$ cat config.mk
export PLATFORM = sky130hd
export DESIGN_NAME = qdcd_top
export DESIGN_NICKNAME = d
export VERILOG_FILES = /design/src/qdcd_pkg.sv /design/src/qdcd_chan.sv /design/src/qdcd_sync.sv /design/src/qdcd_top.sv
export VERILOG_INCLUDE_DIRS = /design/src
export SDC_FILE = /design/constraint.sdc
export NUM_CORES = 1
export LEC_CHECK = 0
export ABC_AREA = 1
export BUFFER_PORTS_ARGS = -buffer_cell sky130_fd_sc_hd__buf_2
export CORE_AREA = 5 5 250 191
export CTS_CLUSTER_SIZE = 8
export DETAILED_ROUTE_END_ITERATION = 12
export DIE_AREA = 0 0 255 196
export GPL_TIMING_DRIVEN = 0
export HOLD_SLACK_MARGIN = 0.15
export PLACE_DENSITY_LB_ADDON = 0.25
export SYNTH_ARGS = -nofsm -noshare
export SYNTH_HDL_FRONTEND = slang
export SYNTH_SLANG_ARGS = --single-unit
$ cat constraint.sdc
create_clock -name clock -period 17.1 [get_ports clock]
set_input_delay 2.565 -clock clock [delete_from_list [all_inputs] [get_ports clock]]
set_output_delay 2.565 -clock clock [all_outputs]
set_load 0.1 [all_outputs]
$ cat src/qdcd_params.svh
`ifndef QDCD_PARAMS_SVH
`define QDCD_PARAMS_SVH

// ----------------------------------------
// frame geometry
// ----------------------------------------
`define QDCD_NUM_CH 4
`define QDCD_WORD_W 24
`define QDCD_LAST_BIT 5'd23
`define QDCD_BIT_ADDR_HI 23
`define QDCD_BIT_ADDR_LO 22
`define QDCD_BIT_LD_HI 21
`define QDCD_BIT_LD_LO 20
`define QDCD_BIT_SEL_HI 18
`define QDCD_BIT_SEL_LO 17
`define QDCD_BIT_PD_FLAG 16
`define QDCD_BIT_PDM_HI 15
`define QDCD_BIT_PDM_LO 14
`define QDCD_BIT_REF_HI 13
`define QDCD_BIT_REF_LO 12
`define QDCD_BIT_DATA_HI 15
`define QDCD_BIT_DATA_LO 0

// ----------------------------------------
// field encodings
// ----------------------------------------
`define QDCD_LD_NONE 2'b00
`define QDCD_LD_ONE 2'b01
`define QDCD_LD_ALL 2'b10
`define QDCD_LD_BCAST 2'b11
`define QDCD_SEL_NONE 2'b00
`define QDCD_SEL_BCAST 2'b10
`define QDCD_PD_NORMAL 2'b00
`define QDCD_PD_1K 2'b01
`define QDCD_PD_100K 2'b10
`define QDCD_PD_HIZ 2'b11
`define QDCD_REF_DEFAULT 2'b00
`define QDCD_REF_ON 2'b01
`define QDCD_REF_OFF 2'b10

// ----------------------------------------
// register word indices and reset values
// ----------------------------------------
`define QDCD_REG_CTRL 4'h0
`define QDCD_REG_STATUS 4'h1
`define QDCD_REG_PD 4'h2
`define QDCD_REG_WORD 4'h3
`define QDCD_REG_CODE_BASE 2'b01
`define QDCD_CTRL_EN_RST 1'b1
`define QDCD_CTRL_ADDR_RST 2'b00
`define QDCD_CODE_RST 16'h0000
`define QDCD_COUNT_RST 8'h00

`endif

$ cat src/qdcd_pkg.sv
package qdcd_pkg;
  typedef logic [15:0] qdcd_code_t;
  typedef logic [1:0] qdcd_pd_t;
  typedef enum logic [2:0] {
    QDCD_LINK_IDLE = 3'b001,
    QDCD_LINK_SHIFT = 3'b010,
    QDCD_LINK_HOLD = 3'b100
  } qdcd_link_t;
  typedef enum logic [2:0] {
    QDCD_REFM_DEFAULT = 3'b001,
    QDCD_REFM_ON = 3'b010,
    QDCD_REFM_OFF = 3'b100
  } qdcd_refm_t;
endpackage

$ cat src/qdcd_chan.sv
`timescale 1ns/1ps
`include "qdcd_params.svh"

// ----------------------------------------
// one channel: input buffer and converter register
// ----------------------------------------
module qdcd_chan (
  input wire logic clock,
  input wire logic rst,
  input wire logic wr,
  input wire logic ld,
  input wire logic pd_flag,
  input wire qdcd_pkg::qdcd_pd_t pd_sel,
  input wire qdcd_pkg::qdcd_code_t code_in,
  output qdcd_pkg::qdcd_code_t buf_code,
  output qdcd_pkg::qdcd_pd_t buf_pd,
  output qdcd_pkg::qdcd_code_t act_code,
  output qdcd_pkg::qdcd_pd_t act_pd
);
  import qdcd_pkg::*;

  qdcd_code_t buf_code_reg, buf_code_next;
  qdcd_pd_t buf_pd_reg, buf_pd_next;
  qdcd_code_t act_code_reg, act_code_next;
  qdcd_pd_t act_pd_reg, act_pd_next;

  // a power-down word changes only the mode, the code stays put
  always_comb begin
    buf_code_next = buf_code_reg;
    buf_pd_next = buf_pd_reg;
    if (wr) begin
      if (pd_flag) begin
        buf_pd_next = pd_sel; // [RULE19]
      end else begin
        buf_code_next = code_in; // [RULE18]
        buf_pd_next = `QDCD_PD_NORMAL;
      end
    end
    // transfer sees a write of the same frame
    act_code_next = ld ? buf_code_next : act_code_reg;
    act_pd_next = ld ? buf_pd_next : act_pd_reg;
  end

  // zero-scale and powered up after reset
  always_ff @(posedge clock or posedge rst) begin
    if (rst) begin
      buf_code_reg <= `QDCD_CODE_RST;
      buf_pd_reg <= `QDCD_PD_NORMAL;
      act_code_reg <= `QDCD_CODE_RST;
      act_pd_reg <= `QDCD_PD_NORMAL;
    end else begin
      buf_code_reg <= buf_code_next;
      buf_pd_reg <= buf_pd_next;
      act_code_reg <= act_code_next;
      act_pd_reg <= act_pd_next;
    end
  end

  assign buf_code = buf_code_reg;
  assign buf_pd = buf_pd_reg;
  assign act_code = act_code_reg;
  assign act_pd = act_pd_reg;
endmodule

$ cat src/qdcd_sync.sv
`timescale 1ns/1ps

// ----------------------------------------
// two-stage synchroniser for one pin
// ----------------------------------------
module qdcd_sync #(
  parameter logic RST_VAL = 1'b0
) (
  input wire logic clock,
  input wire logic rst,
  input wire logic d,
  output logic q
);
  logic meta_reg;
  logic q_reg;

  // first stage feeds only the second stage
  always_ff @(posedge clock or posedge rst) begin
    if (rst) begin
      meta_reg <= RST_VAL;
      q_reg <= RST_VAL;
    end else begin
      meta_reg <= d;
      q_reg <= meta_reg;
    end
  end

  assign q = q_reg;
endmodule

$ cat src/qdcd_top.sv
`timescale 1ns/1ps
`include "qdcd_params.svh"

// How it works
// RULE1: select bits 18:17 pick buffer A, B, C or D for 00..11.
// RULE2: power-down flag with mode 01 parks the channel on 1k to ground.
// RULE3: power-down flag with mode 10 parks the channel on 100k to ground.
// RULE4: power-down flag with mode 11 leaves the channel output high-impedance.
// RULE5: load 10 writes the buffer then transfers all four together.
// RULE6: load 01 writes and transfers only the selected channel at frame end.
// RULE7: load 00 writes the buffer only; outputs wait for a later transfer.
// RULE8: load 11 with select 10 writes all buffers and updates all channels.
// RULE9: such a broadcast with high-impedance mode powers down all four at once.
// RULE10: reference word with 0001 forces the internal reference on.
// RULE11: reference word with 0010 forces the internal reference off.
// RULE12: reference word 0000 or reset restores default reference mode.
// RULE13: in default mode the reference drops once all channels power down.
// RULE14: in default mode the reference returns when any channel runs again.
// RULE15: updates take effect after the 24th falling serial clock edge.
// RULE16: single-channel loads change each channel on its own frame only.
// RULE17: host puts the strapped address level in bits 23 and 22.
// RULE18: power-down flag 0 means normal running on the 16-bit code.
// RULE19: entering power-down keeps the stored converter code.
// RULE20: host sends the word most significant bit first.
// RULE21: frame strobe low for 24 clocks; bits taken on falling edges.
module qdcd_top #(
  parameter int NUM_CH = 4
) (
  input wire logic clock,
  input wire logic rst,
  input wire logic frame_n,
  input wire logic sclk,
  input wire logic sdin,
  input wire logic [3:0] avs_address,
  input wire logic avs_read,
  input wire logic avs_write,
  input wire logic [31:0] avs_writedata,
  input wire logic [3:0] avs_byteenable,
  output logic [31:0] avs_readdata,
  output logic avs_waitrequest,
  output qdcd_pkg::qdcd_code_t [NUM_CH-1:0] dac_code,
  output qdcd_pkg::qdcd_pd_t [NUM_CH-1:0] pd_mode,
  output logic ref_on,
  output logic dac_update
);
  import qdcd_pkg::*;

  if (NUM_CH != `QDCD_NUM_CH) begin : g_bad_ch
    $error("qdcd_top: the select field serves exactly four channels");
  end

  // ----------------------------------------
  // pin synchronisers
  // ----------------------------------------
  logic frame_s;
  logic sclk_s;
  logic sdin_s;

  qdcd_sync #(.RST_VAL(1'b1)) u_sync_frame (
    .clock(clock), .rst(rst), .d(frame_n), .q(frame_s));
  qdcd_sync #(.RST_VAL(1'b0)) u_sync_sclk (
    .clock(clock), .rst(rst), .d(sclk), .q(sclk_s));
  qdcd_sync #(.RST_VAL(1'b0)) u_sync_sdin (
    .clock(clock), .rst(rst), .d(sdin), .q(sdin_s));

  // ----------------------------------------
  // serial frame receiver
  // ----------------------------------------
  qdcd_link_t st_reg, st_next;
  logic [4:0] cnt_reg, cnt_next;
  logic [`QDCD_WORD_W-1:0] sh_reg, sh_next;
  logic [`QDCD_WORD_W-1:0] word_reg, word_next;
  logic cmd_valid_reg, cmd_valid_next;
  logic sclk_d_reg, sclk_d_next;
  logic miss_reg, miss_next;
  logic en_reg, en_next;
  logic [1:0] dev_addr_reg, dev_addr_next;
  logic sclk_fall;
  logic [`QDCD_WORD_W-1:0] new_word;

  // sdin is aligned with sclk since both pass the same two stages
  assign sclk_fall = sclk_d_reg & ~sclk_s;
  assign new_word = {sh_reg[`QDCD_WORD_W-2:0], sdin_s}; // [RULE20]

  // frame ends early: word dropped; bits past the 24th are ignored
  always_comb begin
    st_next = st_reg;
    cnt_next = cnt_reg;
    sh_next = sh_reg;
    word_next = word_reg;
    cmd_valid_next = 1'b0;
    miss_next = miss_reg;
    sclk_d_next = sclk_s;
    unique case (st_reg)
      QDCD_LINK_IDLE: begin
        if (!frame_s) begin
          st_next = QDCD_LINK_SHIFT;
          cnt_next = 5'd0;
        end
      end
      QDCD_LINK_SHIFT: begin
        if (frame_s) begin
          st_next = QDCD_LINK_IDLE;
        end else if (sclk_fall) begin
          sh_next = new_word; // [RULE21]
          cnt_next = cnt_reg + 5'd1;
          if (cnt_reg == `QDCD_LAST_BIT) begin
            st_next = QDCD_LINK_HOLD; // [RULE15]
            word_next = new_word;
            // word is acted on only when its address bits match the strap
            if (en_reg &&
                new_word[`QDCD_BIT_ADDR_HI:`QDCD_BIT_ADDR_LO] == dev_addr_reg) begin
              cmd_valid_next = 1'b1; // [RULE17]
              miss_next = 1'b0;
            end else begin
              miss_next = 1'b1;
            end
          end
        end
      end
      QDCD_LINK_HOLD: begin
        if (frame_s) begin
          st_next = QDCD_LINK_IDLE;
        end
      end
      default: begin
        st_next = QDCD_LINK_IDLE;
      end
    endcase
  end

  // receiver registers
  always_ff @(posedge clock or posedge rst) begin
    if (rst) begin
      st_reg <= QDCD_LINK_IDLE;
      cnt_reg <= 5'd0;
      sh_reg <= 24'h00_0000;
      word_reg <= 24'h00_0000;
      cmd_valid_reg <= 1'b0;
      miss_reg <= 1'b0;
      sclk_d_reg <= 1'b0;
    end else begin
      st_reg <= st_next;
      cnt_reg <= cnt_next;
      sh_reg <= sh_next;
      word_reg <= word_next;
      cmd_valid_reg <= cmd_valid_next;
      miss_reg <= miss_next;
      sclk_d_reg <= sclk_d_next;
    end
  end

  // ----------------------------------------
  // command decode
  // ----------------------------------------
  logic [1:0] ld_w;
  logic [1:0] sel_w;
  logic pdf_w;
  logic [1:0] pdm_w;
  logic [1:0] refsel_w;
  qdcd_code_t data_w;
  qdcd_pd_t new_pd;
  logic is_ref;
  logic is_bcast;
  logic [NUM_CH-1:0] wr_en;
  logic [NUM_CH-1:0] ld_en;

  assign ld_w = word_reg[`QDCD_BIT_LD_HI:`QDCD_BIT_LD_LO];
  assign sel_w = word_reg[`QDCD_BIT_SEL_HI:`QDCD_BIT_SEL_LO];
  assign pdf_w = word_reg[`QDCD_BIT_PD_FLAG];
  assign pdm_w = word_reg[`QDCD_BIT_PDM_HI:`QDCD_BIT_PDM_LO];
  assign refsel_w = word_reg[`QDCD_BIT_REF_HI:`QDCD_BIT_REF_LO];
  assign data_w = word_reg[`QDCD_BIT_DATA_HI:`QDCD_BIT_DATA_LO];
  assign new_pd = pdf_w ? pdm_w : `QDCD_PD_NORMAL; // [RULE2] [RULE3] [RULE4]
  assign is_ref = pdf_w && ld_w == `QDCD_LD_NONE && sel_w == `QDCD_SEL_NONE &&
                  pdm_w == `QDCD_PD_NORMAL;
  assign is_bcast = ld_w == `QDCD_LD_BCAST && sel_w == `QDCD_SEL_BCAST; // [RULE8]

  // load 11 with another select is not a known command and is dropped
  always_comb begin
    for (int i = 0; i < NUM_CH; i++) begin
      wr_en[i] = cmd_valid_reg && !is_ref &&
                 (is_bcast || (ld_w != `QDCD_LD_BCAST && sel_w == 2'(i))); // [RULE1]
      ld_en[i] = cmd_valid_reg &&
                 (is_bcast || ld_w == `QDCD_LD_ALL || // [RULE5] [RULE9]
                  (ld_w == `QDCD_LD_ONE && sel_w == 2'(i))); // [RULE6] [RULE16]
    end
  end

  // ----------------------------------------
  // channels
  // ----------------------------------------
  qdcd_code_t [NUM_CH-1:0] buf_code;
  qdcd_pd_t [NUM_CH-1:0] buf_pd;

  for (genvar g = 0; g < NUM_CH; g++) begin : g_ch
    qdcd_chan u_chan (
      .clock(clock),
      .rst(rst),
      .wr(wr_en[g]),
      .ld(ld_en[g]), // [RULE7]
      .pd_flag(pdf_w),
      .pd_sel(new_pd),
      .code_in(data_w),
      .buf_code(buf_code[g]),
      .buf_pd(buf_pd[g]),
      .act_code(dac_code[g]),
      .act_pd(pd_mode[g])
    );
  end

  // ----------------------------------------
  // reference control
  // ----------------------------------------
  qdcd_refm_t refm_reg, refm_next;
  logic ref_on_reg, ref_on_next;
  logic update_reg, update_next;
  logic [7:0] frames_reg, frames_next;
  logic all_down;

  // in default mode the reference follows channel state one cycle after the outputs move
  always_comb begin
    all_down = 1'b1;
    for (int i = 0; i < NUM_CH; i++) begin
      all_down = all_down && pd_mode[i] != `QDCD_PD_NORMAL;
    end
    refm_next = refm_reg;
    if (cmd_valid_reg && is_ref) begin
      unique case (refsel_w)
        `QDCD_REF_DEFAULT: refm_next = QDCD_REFM_DEFAULT; // [RULE12]
        `QDCD_REF_ON: refm_next = QDCD_REFM_ON; // [RULE10]
        `QDCD_REF_OFF: refm_next = QDCD_REFM_OFF; // [RULE11]
        default: refm_next = refm_reg;
      endcase
    end
    unique case (refm_reg)
      QDCD_REFM_ON: ref_on_next = 1'b1;
      QDCD_REFM_OFF: ref_on_next = 1'b0;
      QDCD_REFM_DEFAULT: ref_on_next = !all_down; // [RULE13] [RULE14]
      default: ref_on_next = 1'b1;
    endcase
    update_next = |ld_en;
    frames_next = cmd_valid_reg ? frames_reg + 8'd1 : frames_reg;
  end

  // reset brings the default reference mode back
  always_ff @(posedge clock or posedge rst) begin
    if (rst) begin
      refm_reg <= QDCD_REFM_DEFAULT; // [RULE12]
      ref_on_reg <= 1'b1;
      update_reg <= 1'b0;
      frames_reg <= `QDCD_COUNT_RST;
    end else begin
      refm_reg <= refm_next;
      ref_on_reg <= ref_on_next;
      update_reg <= update_next;
      frames_reg <= frames_next;
    end
  end

  assign ref_on = ref_on_reg;
  assign dac_update = update_reg;

  // ----------------------------------------
  // avalon-mm slave
  // ----------------------------------------
  logic wait_reg, wait_next;
  logic [31:0] rdata_reg, rdata_next;
  logic [31:0] rmux;
  logic [1:0] refm_code;

  always_comb begin
    unique case (refm_reg)
      QDCD_REFM_ON: refm_code = `QDCD_REF_ON;
      QDCD_REFM_OFF: refm_code = `QDCD_REF_OFF;
      default: refm_code = `QDCD_REF_DEFAULT;
    endcase
    rmux = 32'h0000_0000;
    if (avs_address == `QDCD_REG_CTRL) begin
      rmux = {29'h0000_0000, dev_addr_reg, en_reg};
    end else if (avs_address == `QDCD_REG_STATUS) begin
      rmux = {16'h0000, frames_reg, 4'h0, miss_reg, ref_on_reg, refm_code};
    end else if (avs_address == `QDCD_REG_PD) begin
      rmux = {24'h00_0000, pd_mode};
    end else if (avs_address == `QDCD_REG_WORD) begin
      rmux = {8'h00, word_reg};
    end else if (avs_address[3:2] == `QDCD_REG_CODE_BASE) begin
      rmux = {16'h0000, dac_code[avs_address[1:0]]};
    end
  end

  // one wait cycle per access; writes land on the edge that ends it
  always_comb begin
    wait_next = 1'b1;
    rdata_next = rdata_reg;
    en_next = en_reg;
    dev_addr_next = dev_addr_reg;
    if ((avs_read || avs_write) && wait_reg) begin
      wait_next = 1'b0;
      if (avs_read) begin
        rdata_next = rmux;
      end
    end
    if (avs_write && !wait_reg && avs_address == `QDCD_REG_CTRL &&
        avs_byteenable[0]) begin
      en_next = avs_writedata[0];
      dev_addr_next = avs_writedata[2:1];
    end
  end

  // bus registers
  always_ff @(posedge clock or posedge rst) begin
    if (rst) begin
      wait_reg <= 1'b1;
      rdata_reg <= 32'h0000_0000;
      en_reg <= `QDCD_CTRL_EN_RST;
      dev_addr_reg <= `QDCD_CTRL_ADDR_RST;
    end else begin
      wait_reg <= wait_next;
      rdata_reg <= rdata_next;
      en_reg <= en_next;
      dev_addr_reg <= dev_addr_next;
    end
  end

  assign avs_waitrequest = wait_reg;
  assign avs_readdata = rdata_reg;
endmodule

# Word level (Yosys, flattened, before mapping)
# Cells that the tools add are included.
classes:
  eq_ne: 27
  n_mux: 40
  order_cmp: 1
  n_bitwise: 3
  n_addsub: 2
  n_reduce_logical: 61
ops:
  columns: ["cell", "count"]
  rows:
  - ["two-way mux 16 bit", 10]
  - ["two-way mux 24 bit", 4]
  - ["binary-select mux 16 bit (select 2 bit)", 1]
  - ["logical AND 1 bit", 30]
  - ["one-hot mux 3 bit (3 select lines)", 2]
  - ["two-way mux 3 bit", 5]
  - ["two-way mux 5 bit", 3]
  - ["AND reduction 4 bit", 3]
  - ["== test 2 bit, second input constant", 5]
  - ["logical OR 1 bit", 10]
  - ["two-way mux 2 bit", 5]
  - ["one-hot mux 5 bit (2 select lines)", 1]
  - ["nonzero test 2 bit", 5]
  - ["adder 8 x 1 -> 8 bit, second input constant", 1]
  - ["== test 2 x 1 -> 1 bit, second input constant", 4]
  - ["== test 4 x 2 -> 1 bit, second input constant", 2]
  - ["zero test 2 bit", 4]
  - ["inequality test 2 bit, second input constant", 4]
  - ["two-way mux 1 bit", 7]
  - ["== test 3 x 1 -> 1 bit, second input constant", 2]
  - ["== test 3 x 2 -> 1 bit, second input constant", 2]
  - ["== test 3 bit, second input constant", 2]
  - ["inequality test 3 x 2 -> 1 bit, second input constant", 2]
  - ["adder 5 x 1 -> 5 bit, second input constant", 1]
  - ["other kinds (15)", 19]
word_totals:
  reg_bits: 257
  output_inout_bits: 107
  in_bits: 47
  wordCells: 171

# Depth between registers and ports, before layout
# Gate-level depths: netlist (run 1).
depth:
  word_depth: 8
  ltp_mapped: 11
  mapped_depth_nobuf: 11

# Cells and area by module
# Synthesis (run 1) repeated with hierarchy kept, for this count alone.
hier_totals:
  hier_cells: 1459
  hier_area_um2: 11771.3
by_module_without_submodules:
  columns: ["mod", "n_inst", "cells_each", "area_per_inst_um2", "seq_area_each_um2"]
  rows:
  - ["qdcd_chan", 4, 188, 1606.5, 900.9]
  - ["qdcd_top", 1, 698, 5181.2, 2483.6]
  - ["qdcd_sync (u_sync_sclk ...)", 2, 3, 53.8, 50.0]
  - ["qdcd_sync (u_sync_frame)", 1, 3, 56.3, 52.6]

# Worst setup path after synthesis (run 1)
# No wires, ideal clock.
synth_timing:
  kind: "input to register"
  start: "input avs_write"
  end: "register rdata_reg[1] (netlist: avs_readdata[1])"
  required_ns: 16.984
  path_stages: 7
  slack_ns: 13.501
  setup_ns: 0.116
  arrival_ns: 3.484
  cell_sequence: "inv_1 nand2_1 nand3_1 clkinv_1 or2_2 inv_1 nor2_1"
synth_via:
  elab_chain_cells: 3
synth_lines:
  columns: ["element", "line", "text"]
  rows:
  - ["from (decl)", "qdcd_top.sv:36", "input wire logic avs_write,"]
  - ["logical OR 1 bit", "qdcd_top.sv:298", "if ((avs_read || avs_write) && wait_reg) begin"]
  - ["logical AND 1 bit", "qdcd_top.sv:298", null]
  - ["AND reduction 2 bit (no source line)", null, null]
  - ["to (signal assigned)", "qdcd_top.sv:320", "rdata_reg <= rdata_next;"]
  - ["to (decl)", "qdcd_top.sv:268", "logic [31:0] rdata_reg, rdata_next;"]
# No other way between the ends.
# A chain may end at the register's enable or synchronous reset.

# Worst setup path after layout (run 1)
layout_timing:
  start: "input avs_address[1]"
  end: "register rdata_reg[4] (netlist: avs_readdata[4])"
layout_via:
  elab_chain_cells: 7
layout_lines:
  columns: ["element", "line", "text"]
  rows:
  - ["from (decl)", "qdcd_top.sv:34", "input wire logic [3:0] avs_address,"]
  - ["binary-select mux 16 bit (select 2 bit)", "qdcd_top.sv:288", "rmux = {16'h0000, dac_code[avs_address[1:0]]};"]
  - ["two-way mux 16 bit (implied by the code)", "qdcd_top.sv:288", null]
  - ["two-way mux 16 bit", "qdcd_top.sv:287", "end else if (avs_address[3:2] == `QDCD_REG_CODE_BASE) begin"]
  - ["two-way mux 24 bit", "qdcd_top.sv:285", "end else if (avs_address == `QDCD_REG_WORD) begin"]
  - ["two-way mux 24 bit", "qdcd_top.sv:283", "end else if (avs_address == `QDCD_REG_PD) begin"]
  - ["two-way mux 24 bit", "qdcd_top.sv:281", "end else if (avs_address == `QDCD_REG_STATUS) begin"]
  - ["two-way mux 24 bit (*)", "qdcd_top.sv:279", "if (avs_address == `QDCD_REG_CTRL) begin"]
# Every way passes the cells marked *; elsewhere a longest branch is shown, timed or not. The select of a mux whose other input is x is not followed.

==> results_dict.tcl, run 1 <==
set metrics [dict create \
    holdWs_ns 0.351 \
    antenna_left 0 \
    syn_area_sq_um 11100 \
    cts_setup_buffers 0 \
    die_area_sq_um 50000 \
    min_path_cells 0 \
    wl_met1_um 20500 \
    yosysWarnings 0 \
    synthFlopType "dfrtp_1" \
    p_leak_nw 7.33 \
    synth.yosys.seq_area_share 0.561 \
    path_clk_slew_ns 0.05 \
    synth_top_area_cell "dfrtp_1" \
    worstMarginPinSlew_ns 1.23 \
    synthTopCellsByCount "nand2_1, dfrtp_1, o21ai_0" \
    utilization 0.300 \
    ys_ff_latch 249 \
    cp_cell_sequence "buf_2 -> nor2_1 -> clkbuf_1 -> nand2_1 -> nand4_1 -> nand2_1 -> nand3_1 -> nand2_1 -> nand2_1" \
    drv_cap 0 \
    hpwl_um 29100 \
    finalSetupTns_ns 0 \
    synth_edf_count 0 \
    fin_crit_ns 4.48 \
    gp_congestion 0.809 \
    clock_latency_ns 0.54 \
    h-tree-depth 2 \
    vias 9616 \
    postCtsResizedCells 0 \
    rsz0062_at_grt "no" \
    yosysTopAreaCellShare 0.545 \
    fillCellCount 4887 \
    wl_um 38800 \
    slowest_stage "nor2_1" \
    finalNetCount 1596 \
    finalHoldViolations 0 \
    worstPathRequired_ns 17.56 \
    ios 154 \
    die_h_um 196 \
    hp-start "u_sync_sclk.meta_reg" \
    cp.arrival_ns 4.94 \
    cp-end-kind "flop" \
    slew_viol_final 0 \
    min_path_type "reg2reg" \
    rrSetupSlack_ns 14.85 \
    cts_made_buffers 37 \
    met2_length_um 14900 \
    root_buffer "clkbuf_16" \
    synthArstFlopShare 1.00 \
    start_util 0.246 \
    top_layer_used "met4" \
    placed_cells 2100 \
    slew_headroom 0.175 \
    fp.coreArea_sq_um 45300 \
    power_mw 1.35 \
    setup_viol 0 \
    crit_fanout 10 \
    crit_start "avs_address[1]" \
    yosysMostFrequentCell "nand2_1" \
    met3_length_um 2790 \
    cts_tree "yes" \
    row_count 68 \
    fmax_mhz 223 \
    wl_per_cell_um 18.0 \
    via_per_inst 4.45 \
    dieWidth_um 255 \
    grt_antenna_before_repair 0 \
    grt_usage 0.155 \
    fin_crit_sh 0.262 \
    final_layout_size_suffix_gt1_frac 0.147 \
    r2r_start "cnt_reg[0]" \
    clkSinkCount 249 \
    dr.pass1.iters 5 \
    area_growth_pct 22.0 \
    cp-start-kind "primary input" \
    multi_input_area_sq_um 4270 \
    io_buffers 113 \
    diodes 0 \
    critPathMaxStageDelay_ns 0.94 \
    worstRegToRegCells 7 \
    grt_pass1_vias 9251 \
    avgSynthCellArea_sq_um 8.04 \
    synthCells 1383 \
    hold_buffers 0 \
    synth.area.top_cells "dfrtp_1, nand2_1, o21ai_0, inv_1, nand3_1" \
    status "completed" \
    ir_drop_uv 58.1 \
    criticalPathCategory "in2reg" \
    seq_area_sq_um 6240 \
    p_per_area_nw_per_um2 99.3 \
    worst_path_most_repeated_cell "nand2_1" \
    drcViolationCount 0 \
    first_iter_violations 722 \
    grt-ovfl-total 0 \
    clk_path_buf_depth 3 \
    clock-skew-final_ns 0.0188 \
    grt_pass1_wl_um 58900 \
    grt_max_degree 119 \
    synth.distinct_cells 38 \
    stdcell_count 2160 \
]
-- layout by cell type, fill, tap and decap left out, drive strengths merged, types with 4 or more instances in the layout --
cell type	n
ha	5
nor2	33
buf	149
nand4	19
clkinv	4
and2	6
nand3	41
conb	8
nor3	5
dfrtp	242
a21oi	19
dfstp	7
o21ai	95
nand2	753
clkbuf	80
inv	79
-- per-stage QoR --
step | cell area [sq um] | setup WS, ns
after global routing | 13600 | 12.53
final | 13600 | 12.63
after global placement | 12500 | 4.20
after floorplan | 11100 | 7.70
after detailed placement | 12500 | 12.12
after CTS | 13600 | 12.67
-- critical path, delay by kind of cell --
family	cells	cell delay, ns
and+or+nand+nor	7	1.77
buffers and inverters	2	0.59
-- final cells by class --
type	count	share of cell area
sequential	249	0.460
multi-input combinational	1003	0.315
clock buffer	56	0.0735
tap	595	0.0549
timing repair buffer	115	0.0458
buffer	58	0.0244
inverter	80	0.0227
clock inverter	4	0.00360
-- power by group --
group          internal, mW  leakage [nW]  switching (mW)
clock network         0.401         0.497           0.278
registers             0.598          3.43         0.00485
logic                0.0115          3.41          0.0538
-- per-layer routing --
layer,GRT usage,vias up
met5,0,-
met4,0.0324,0
met3,0.0435,50
met2,0.202,261
met1,0.250,4682
li1,-,4623
-- worst paths after layout --
kind	to
setup / recovery	avs_readdata[4]
hold / removal	u_sync_sclk.q
setup reg to reg	word_reg[1]
hold reg to reg	u_sync_sclk.q
max in group asynchronous	g_ch[1].u_chan.act_code[3]
min in group asynchronous	g_ch[0].u_chan.act_code[13]
-- kinds of logic after synthesis --
kind of cell	Yosys count	share of synthesized area
xor gates and xnor gates	5	0.00394
muxes	3	0.00304
buffers and inverters	138	0.0567
adders and majority gates	5	0.00563
and+or+nand+nor	862	0.310
DFF	249	0.561
other	1	0.000337
AOI/OAI and AO/OA	120	0.0585
Note: power is estimated with default switching activity, not from simulation.
==> run 2, diff against run 1 <==
clock period = 3.9 ns   (was 17.1 ns; I/O delays follow)
==> run 2 against run 1 <==
  * Largest power group unchanged
  * Highest routed layer unchanged
  * Clock power grew to 4.4 times the previous value
  * First-iteration DRC count grew 18%
  * Non-clock buffer count rose by 5
  * Cell count up 0.32%
  * Largest cell class unchanged
  * Sequential power rose to 4.4 times the previous value
  * Die area is the same
==> results_dict.tcl, run 2 (synthesized netlist as in run 1, its figures left out) <==
set metrics [dict create \
    min_path_type "in2reg" \
    cts_made_buffers 37 \
    vias 9606 \
    power_mw 5.93 \
    clock-skew-final_ns 0.0196 \
    dp_slack_ns 0.871 \
    worstMarginPinSlew_ns 1.19 \
    cp-end-kind "flop" \
    die_area_sq_um 50000 \
    root_buffer "clkbuf_16" \
    grt_pass1_wl_um 58200 \
    setup_viol 0 \
    grt-ovfl-total 0 \
    worst_path_most_repeated_cell "nand2_1" \
    fp.coreArea_sq_um 45300 \
    ir_drop_uv 224 \
    via_per_inst 4.43 \
    holdWs_ns 0.184 \
    h-tree-depth 2 \
    rrSetupSlack_ns 1.60 \
    cp_cell_sequence "buf_2 -> nor2_1 -> clkbuf_1 -> nand2_1 -> nand4_1 -> nand2_1 -> nand3_1 -> nand2_1 -> nand2_1" \
    grt_pass1_vias 9420 \
    drcViolationCount 0 \
    stdcell_count 2167 \
    mostFrequentLayoutCells "nand2_1, dfrtp_1, buf_2, o21ai_0, inv_1" \
    fin_crit_sh 0.649 \
    first_iter_violations 853 \
    fin_crit_ns 2.53 \
    clk_path_buf_depth 3 \
    gp_congestion 0.816 \
    hpwl_um 29400 \
    worstRegToRegCells 7 \
    grt_usage 0.152 \
    start_util 0.246 \
    slowest_stage "nor2_1" \
    io_buffers 113 \
    critPathMaxStageDelay_ns 0.91 \
    cp.arrival_ns 2.97 \
    criticalPathCategory "in2reg" \
    clock_latency_ns 0.53 \
    antenna_left 0 \
    slew_viol_final 0 \
    min_path_cells 1 \
    layout_commonest_cell "nand2_1" \
    drv_cap 0 \
    worstPathRequired_ns 4.34 \
    path_clk_slew_ns 0.05 \
    crit_fanout 10 \
    p_per_area_nw_per_um2 434 \
    grt_antenna_before_repair 0 \
    cp.depth 9 \
    fillCellCount 4887 \
    cp_top_family "simple AND/OR/NAND/NOR gates" \
    final_layout_size_suffix_gt1_frac 0.149 \
    status "completed" \
    cp-start-kind "primary input" \
    grt_max_degree 41 \
    utilization 0.302 \
    diodes 0 \
    cts_tree "yes" \
    setup_ws_ns 1.37 \
    ios 154 \
    postCtsResizedCells 0 \
    row_count 68 \
    finalNetCount 1601 \
    fmax_mhz 395 \
    p_leak_nw 7.38 \
    area_growth_pct 22.9 \
    wl_per_cell_um 17.6 \
    placed_cells 2104 \
    slew_headroom 0.207 \
    die_h_um 196 \
    rsz0062_at_grt "no" \
    dr.pass1.iters 5 \
    clkSinkCount 249 \
    wl_um 38200 \
    path_buf_inv 2 \
    dieWidth_um 255 \
    finalHoldViolations 0 \
]
[run 2: cell count changes in the layout (fill, tap and decap cells not counted), sizes merged]
| cell | change |
|---|---|
| buf | +4 |
| clkbuf | +4 |
| clkinv | -1 |
| dlygate4sd3 | +1 |
| inv | -1 |
[run 2: final timing paths]
check | start | end
setup / recovery | avs_address[1] | avs_readdata[5]
hold reg to reg | u_sync_sclk.meta_reg | u_sync_sclk.q
hold / removal | frame_n | u_sync_frame.meta_reg
min in group asynchronous | rst | g_ch[0].u_chan.act_code[6]
setup reg to reg | cnt_reg[0] | word_reg[6]
max in group asynchronous | rst | ref_on
[run 2: what timing repair did]
item | in CTS | in global routing
setup buffers | 0 | 0
hold buffers | 1 | 0
endpoints found under the hold margin | 12 | 0
[run 2: power breakdown]
| group | total [mW] | leakage, nW | internal (mW) | switching, mW |
|---|---|---|---|---|
| logic | 0.294 | 3.44 | 0.0577 | 0.237 |
| clock network | 2.99 | 0.514 | 1.83 | 1.16 |
| registers | 2.64 | 3.43 | 2.62 | 0.0202 |
[run 2: layout make-up]
type                       count  area [sq um]  area share
sequential                   249          6240       0.457
inverter                      80           304      0.0223
multi-input combinational   1003          4270       0.313
timing repair buffer         120           696      0.0509
tap                          595           744      0.0545
clock buffer                  60          1050      0.0772
clock inverter                 2          17.5     0.00128
buffer                        58           330      0.0242
[run 2: per-layer routing]
layer	part of all wire	routed length, um	global-route usage
met1	0.52	19900	0.241
met2	0.38	14700	0.203
met3	0.078	2980	0.0451
met4	0.018	682	0.0334
met5	0	0	0
[run 2: through the flow]
step / setup TNS, ns / cell area [sq um]
after floorplan: 0 / 11100
after CTS: 0 / 13700
after global placement: -412.18 / 12500
after global routing: 0 / 13700
after detailed placement: 0 / 12600
final: 0 / 13700
==> run 3, diff against run 2 <==
ABC_AREA = 0   (was 1)
CORE_AREA = 5 5 243 186   (was 5 5 250 191)
DIE_AREA = 0 0 248 191   (was 0 0 255 196)
clock period = 2.6 ns   (was 3.9 ns; I/O delays follow)
==> run 3 against run 2 <==
  * Sequential power grew 50%
  * Worst hold slack gained 0.16 ns
  * Synthesized cell count shrank 42%
  * Clock power grew 46%
  * Register-to-register slack lost 1.5 ns
==> results_dict.tcl, run 3 <==
set metrics [dict create \
    fin_crit_ns 2.52 \
    setup_viol 0 \
    ios 154 \
    antenna_left 0 \
    grt-ovfl-total 0 \
    ys_ff_latch 249 \
    cp-end-kind "flop" \
    first_iter_violations 424 \
    grt_antenna_before_repair 0 \
    gp_congestion 0.777 \
    clock_latency_ns 0.52 \
    yosysMostFrequentCell "dfrtp_1" \
    wl_um 31200 \
    p_leak_nw 6.58 \
    layout_commonest_cell "dfrtp_1" \
    grt_pass1_wl_um 46800 \
    syn_area_sq_um 10500 \
    min_path_cells 4 \
    synth_top_area_cell "dfrtp_1" \
    avgSynthCellArea_sq_um 13.0 \
    clock-skew-final_ns 0.0141 \
    yosysTopAreaCellShare 0.575 \
    io_buffers 111 \
    grt_pass1_vias 7013 \
    finalNetCount 1035 \
    finalHoldViolations 0 \
    cts_setup_buffers 0 \
    clk_path_buf_depth 3 \
    min_path_type "in2reg" \
    fmax_mhz 398 \
    via_per_inst 4.36 \
    die_h_um 191 \
    die_area_sq_um 47400 \
    placed_cell_area_sq_um 12000 \
    synth_edf_count 0 \
    wl_per_cell_um 19.7 \
    synthCells 809 \
    hp-start "avs_byteenable[0]" \
    cp.arrival_ns 2.91 \
    path_clk_slew_ns 0.05 \
    p_per_area_nw_per_um2 667 \
    root_buffer "clkbuf_16" \
    slew_viol_final 0 \
    r2r_start "word_reg[17]" \
    fp.coreArea_sq_um 42700 \
    clkSinkCount 249 \
    r2r-end "g_ch[1].u_chan.act_code[10]" \
    rrSetupSlack_ns 0.08 \
    diodes 0 \
    cts_made_buffers 37 \
    worstPathRequired_ns 3.00 \
    drv_cap 0 \
    synth.area.top_cells "dfrtp_1, mux2_2, nand2_1, mux2_4, mux4_2" \
    synthFlopType "dfrtp_1" \
    start_util 0.246 \
    yosysWarnings 0 \
    fin_crit_sh 0.967 \
    drcViolationCount 0 \
    design_area_sq_um 13100 \
    hpwl_um 22700 \
    vias 6899 \
    grt_usage 0.131 \
    status "completed" \
    synthTopCellsByCount "dfrtp_1, mux2_2, nand2_1" \
    rsz0062_at_grt "yes" \
    area_growth_pct 24.8 \
    ir_drop_uv 356 \
    synth.yosys.seq_area_share 0.593 \
    grt_max_degree 39 \
    cts_tree "yes" \
    dieWidth_um 248 \
    slew_headroom 0.364 \
    synthArstFlopShare 1.00 \
    worstRegToRegCells 5 \
    dr.pass1.iters 5 \
    fillCellCount 4398 \
    cp-start-kind "flop" \
    synth.distinct_cells 51 \
    h-tree-depth 2 \
    finalSetupTns_ns 0 \
    whs_endpoint "dev_addr_reg[1]" \
    mostFrequentLayoutCells "dfrtp_1, mux2_2, nand2_1, buf_2, o21ai_0" \
    crit_fanout 10 \
    row_count 66 \
    criticalPathCategory "reg2reg" \
    final_layout_size_suffix_gt1_frac 0.372 \
    worstMarginPinSlew_ns 0.953 \
]
## run 3: changes by cell type after synthesis, moves of 8 or more
cell | before | now
nand2b_1 | 0 | 8
mux2i_1 | 0 | 14
nand3_1 | 41 | 8
mux2_2 | 3 | 132
inv_1 | 69 | 14
inv_2 | 9 | 0
mux2_4 | 0 | 28
nand4_1 | 19 | 5
mux4_2 | 0 | 15
o21ai_0 | 93 | 45
nand2_1 | 749 | 127
## run 3: final cells by class
| type | instances | area, sq um | area share |
|---|---|---|---|
| well taps | 578 | 723 | 0.0551 |
| inverters | 14 | 56.3 | 0.00429 |
| multi-input cells | 501 | 3990 | 0.304 |
| plain buffers | 52 | 284 | 0.0216 |
| flip-flops and latches | 249 | 6240 | 0.475 |
| clock inverters | 4 | 46.3 | 0.00353 |
| repair buffers | 128 | 791 | 0.0602 |
| clock buffers | 57 | 1000 | 0.0762 |
## run 3: cell families after synthesis
group                    count (synthesis)  synth area share
AND/OR/NAND/NOR                        198            0.0823
AO/OA/AOI/OAI                           90            0.0508
other                                    1          0.000356
adder cells (fa/ha/maj)                  5           0.00594
flip-flops                             249             0.593
multiplexers                           189             0.227
buffers and inverters                   66            0.0320
XOR/XNOR                                11           0.00915
## run 3: where the power goes
group / internal (mW) / switching (mW) / total [mW] / leakage, nW
clock network: 2.65 / 1.74 / 4.38 / 0.503
logic: 0.101 / 0.319 / 0.420 / 2.64
registers: 3.92 / 0.0274 / 3.95 / 3.44
total: 6.67 / 2.08 / 8.75 / 6.58
## run 3: worst max-delay path by stage
stage,start,to,depth (start not counted)
floorplan,rst,avs_readdata[0],1
global placement,rst,u_sync_sdin.meta_reg,2
detailed placement,word_reg[16],g_ch[2].u_chan.act_code[13],5
CTS,word_reg[16],g_ch[2].u_chan.act_code[13],5
global route,word_reg[17],g_ch[1].u_chan.act_code[10],5
finish,word_reg[17],g_ch[1].u_chan.act_code[10],5
## run 3: critical path, cell delays in order, from the launching register on
cell	delay, ns
dfrtp_1	0.52
nand2b_1	0.26
a21oi_1	0.12
o21ai_0	0.35
buf_1	0.71
mux2_2	0.42
## run 3: per-layer routing
metal / global-route usage / vias to the layer above / routed length [um]
met4: 0.0258 / 0 / 454
met3: 0.0349 / 42 / 1770
met5: 0 / - / 0
met1: 0.197 / 3542 / 15600
met2: 0.190 / 155 / 13300
li1: - / 3160 / -
## run 3: repair_timing
action / CTS / global route
setup endpoints to repair: 10 / 13
gates cloned: 0 / 0
hold endpoints to repair: 26 / 0
gates resized for setup: 1 / 3
hold buffers: 9 / 0
## run 3: through the flow
stage          hold slack [ns]  cells  utilization  power (mW)  setup slack (ns)
6_report                 0.346   1583        0.308        8.75            0.0848
4_1_cts                  0.322   1583        0.307        8.92            0.0544
3_3_place_gp             0.337   1505        0.277        4.40             -2.79
3_5_place_dp             0.338   1513        0.281        4.43            -0.203
2_1_floorplan            0.331    816            -        4.30             -1.06
5_1_grt                  0.353   1583        0.308        9.12           -0.0264
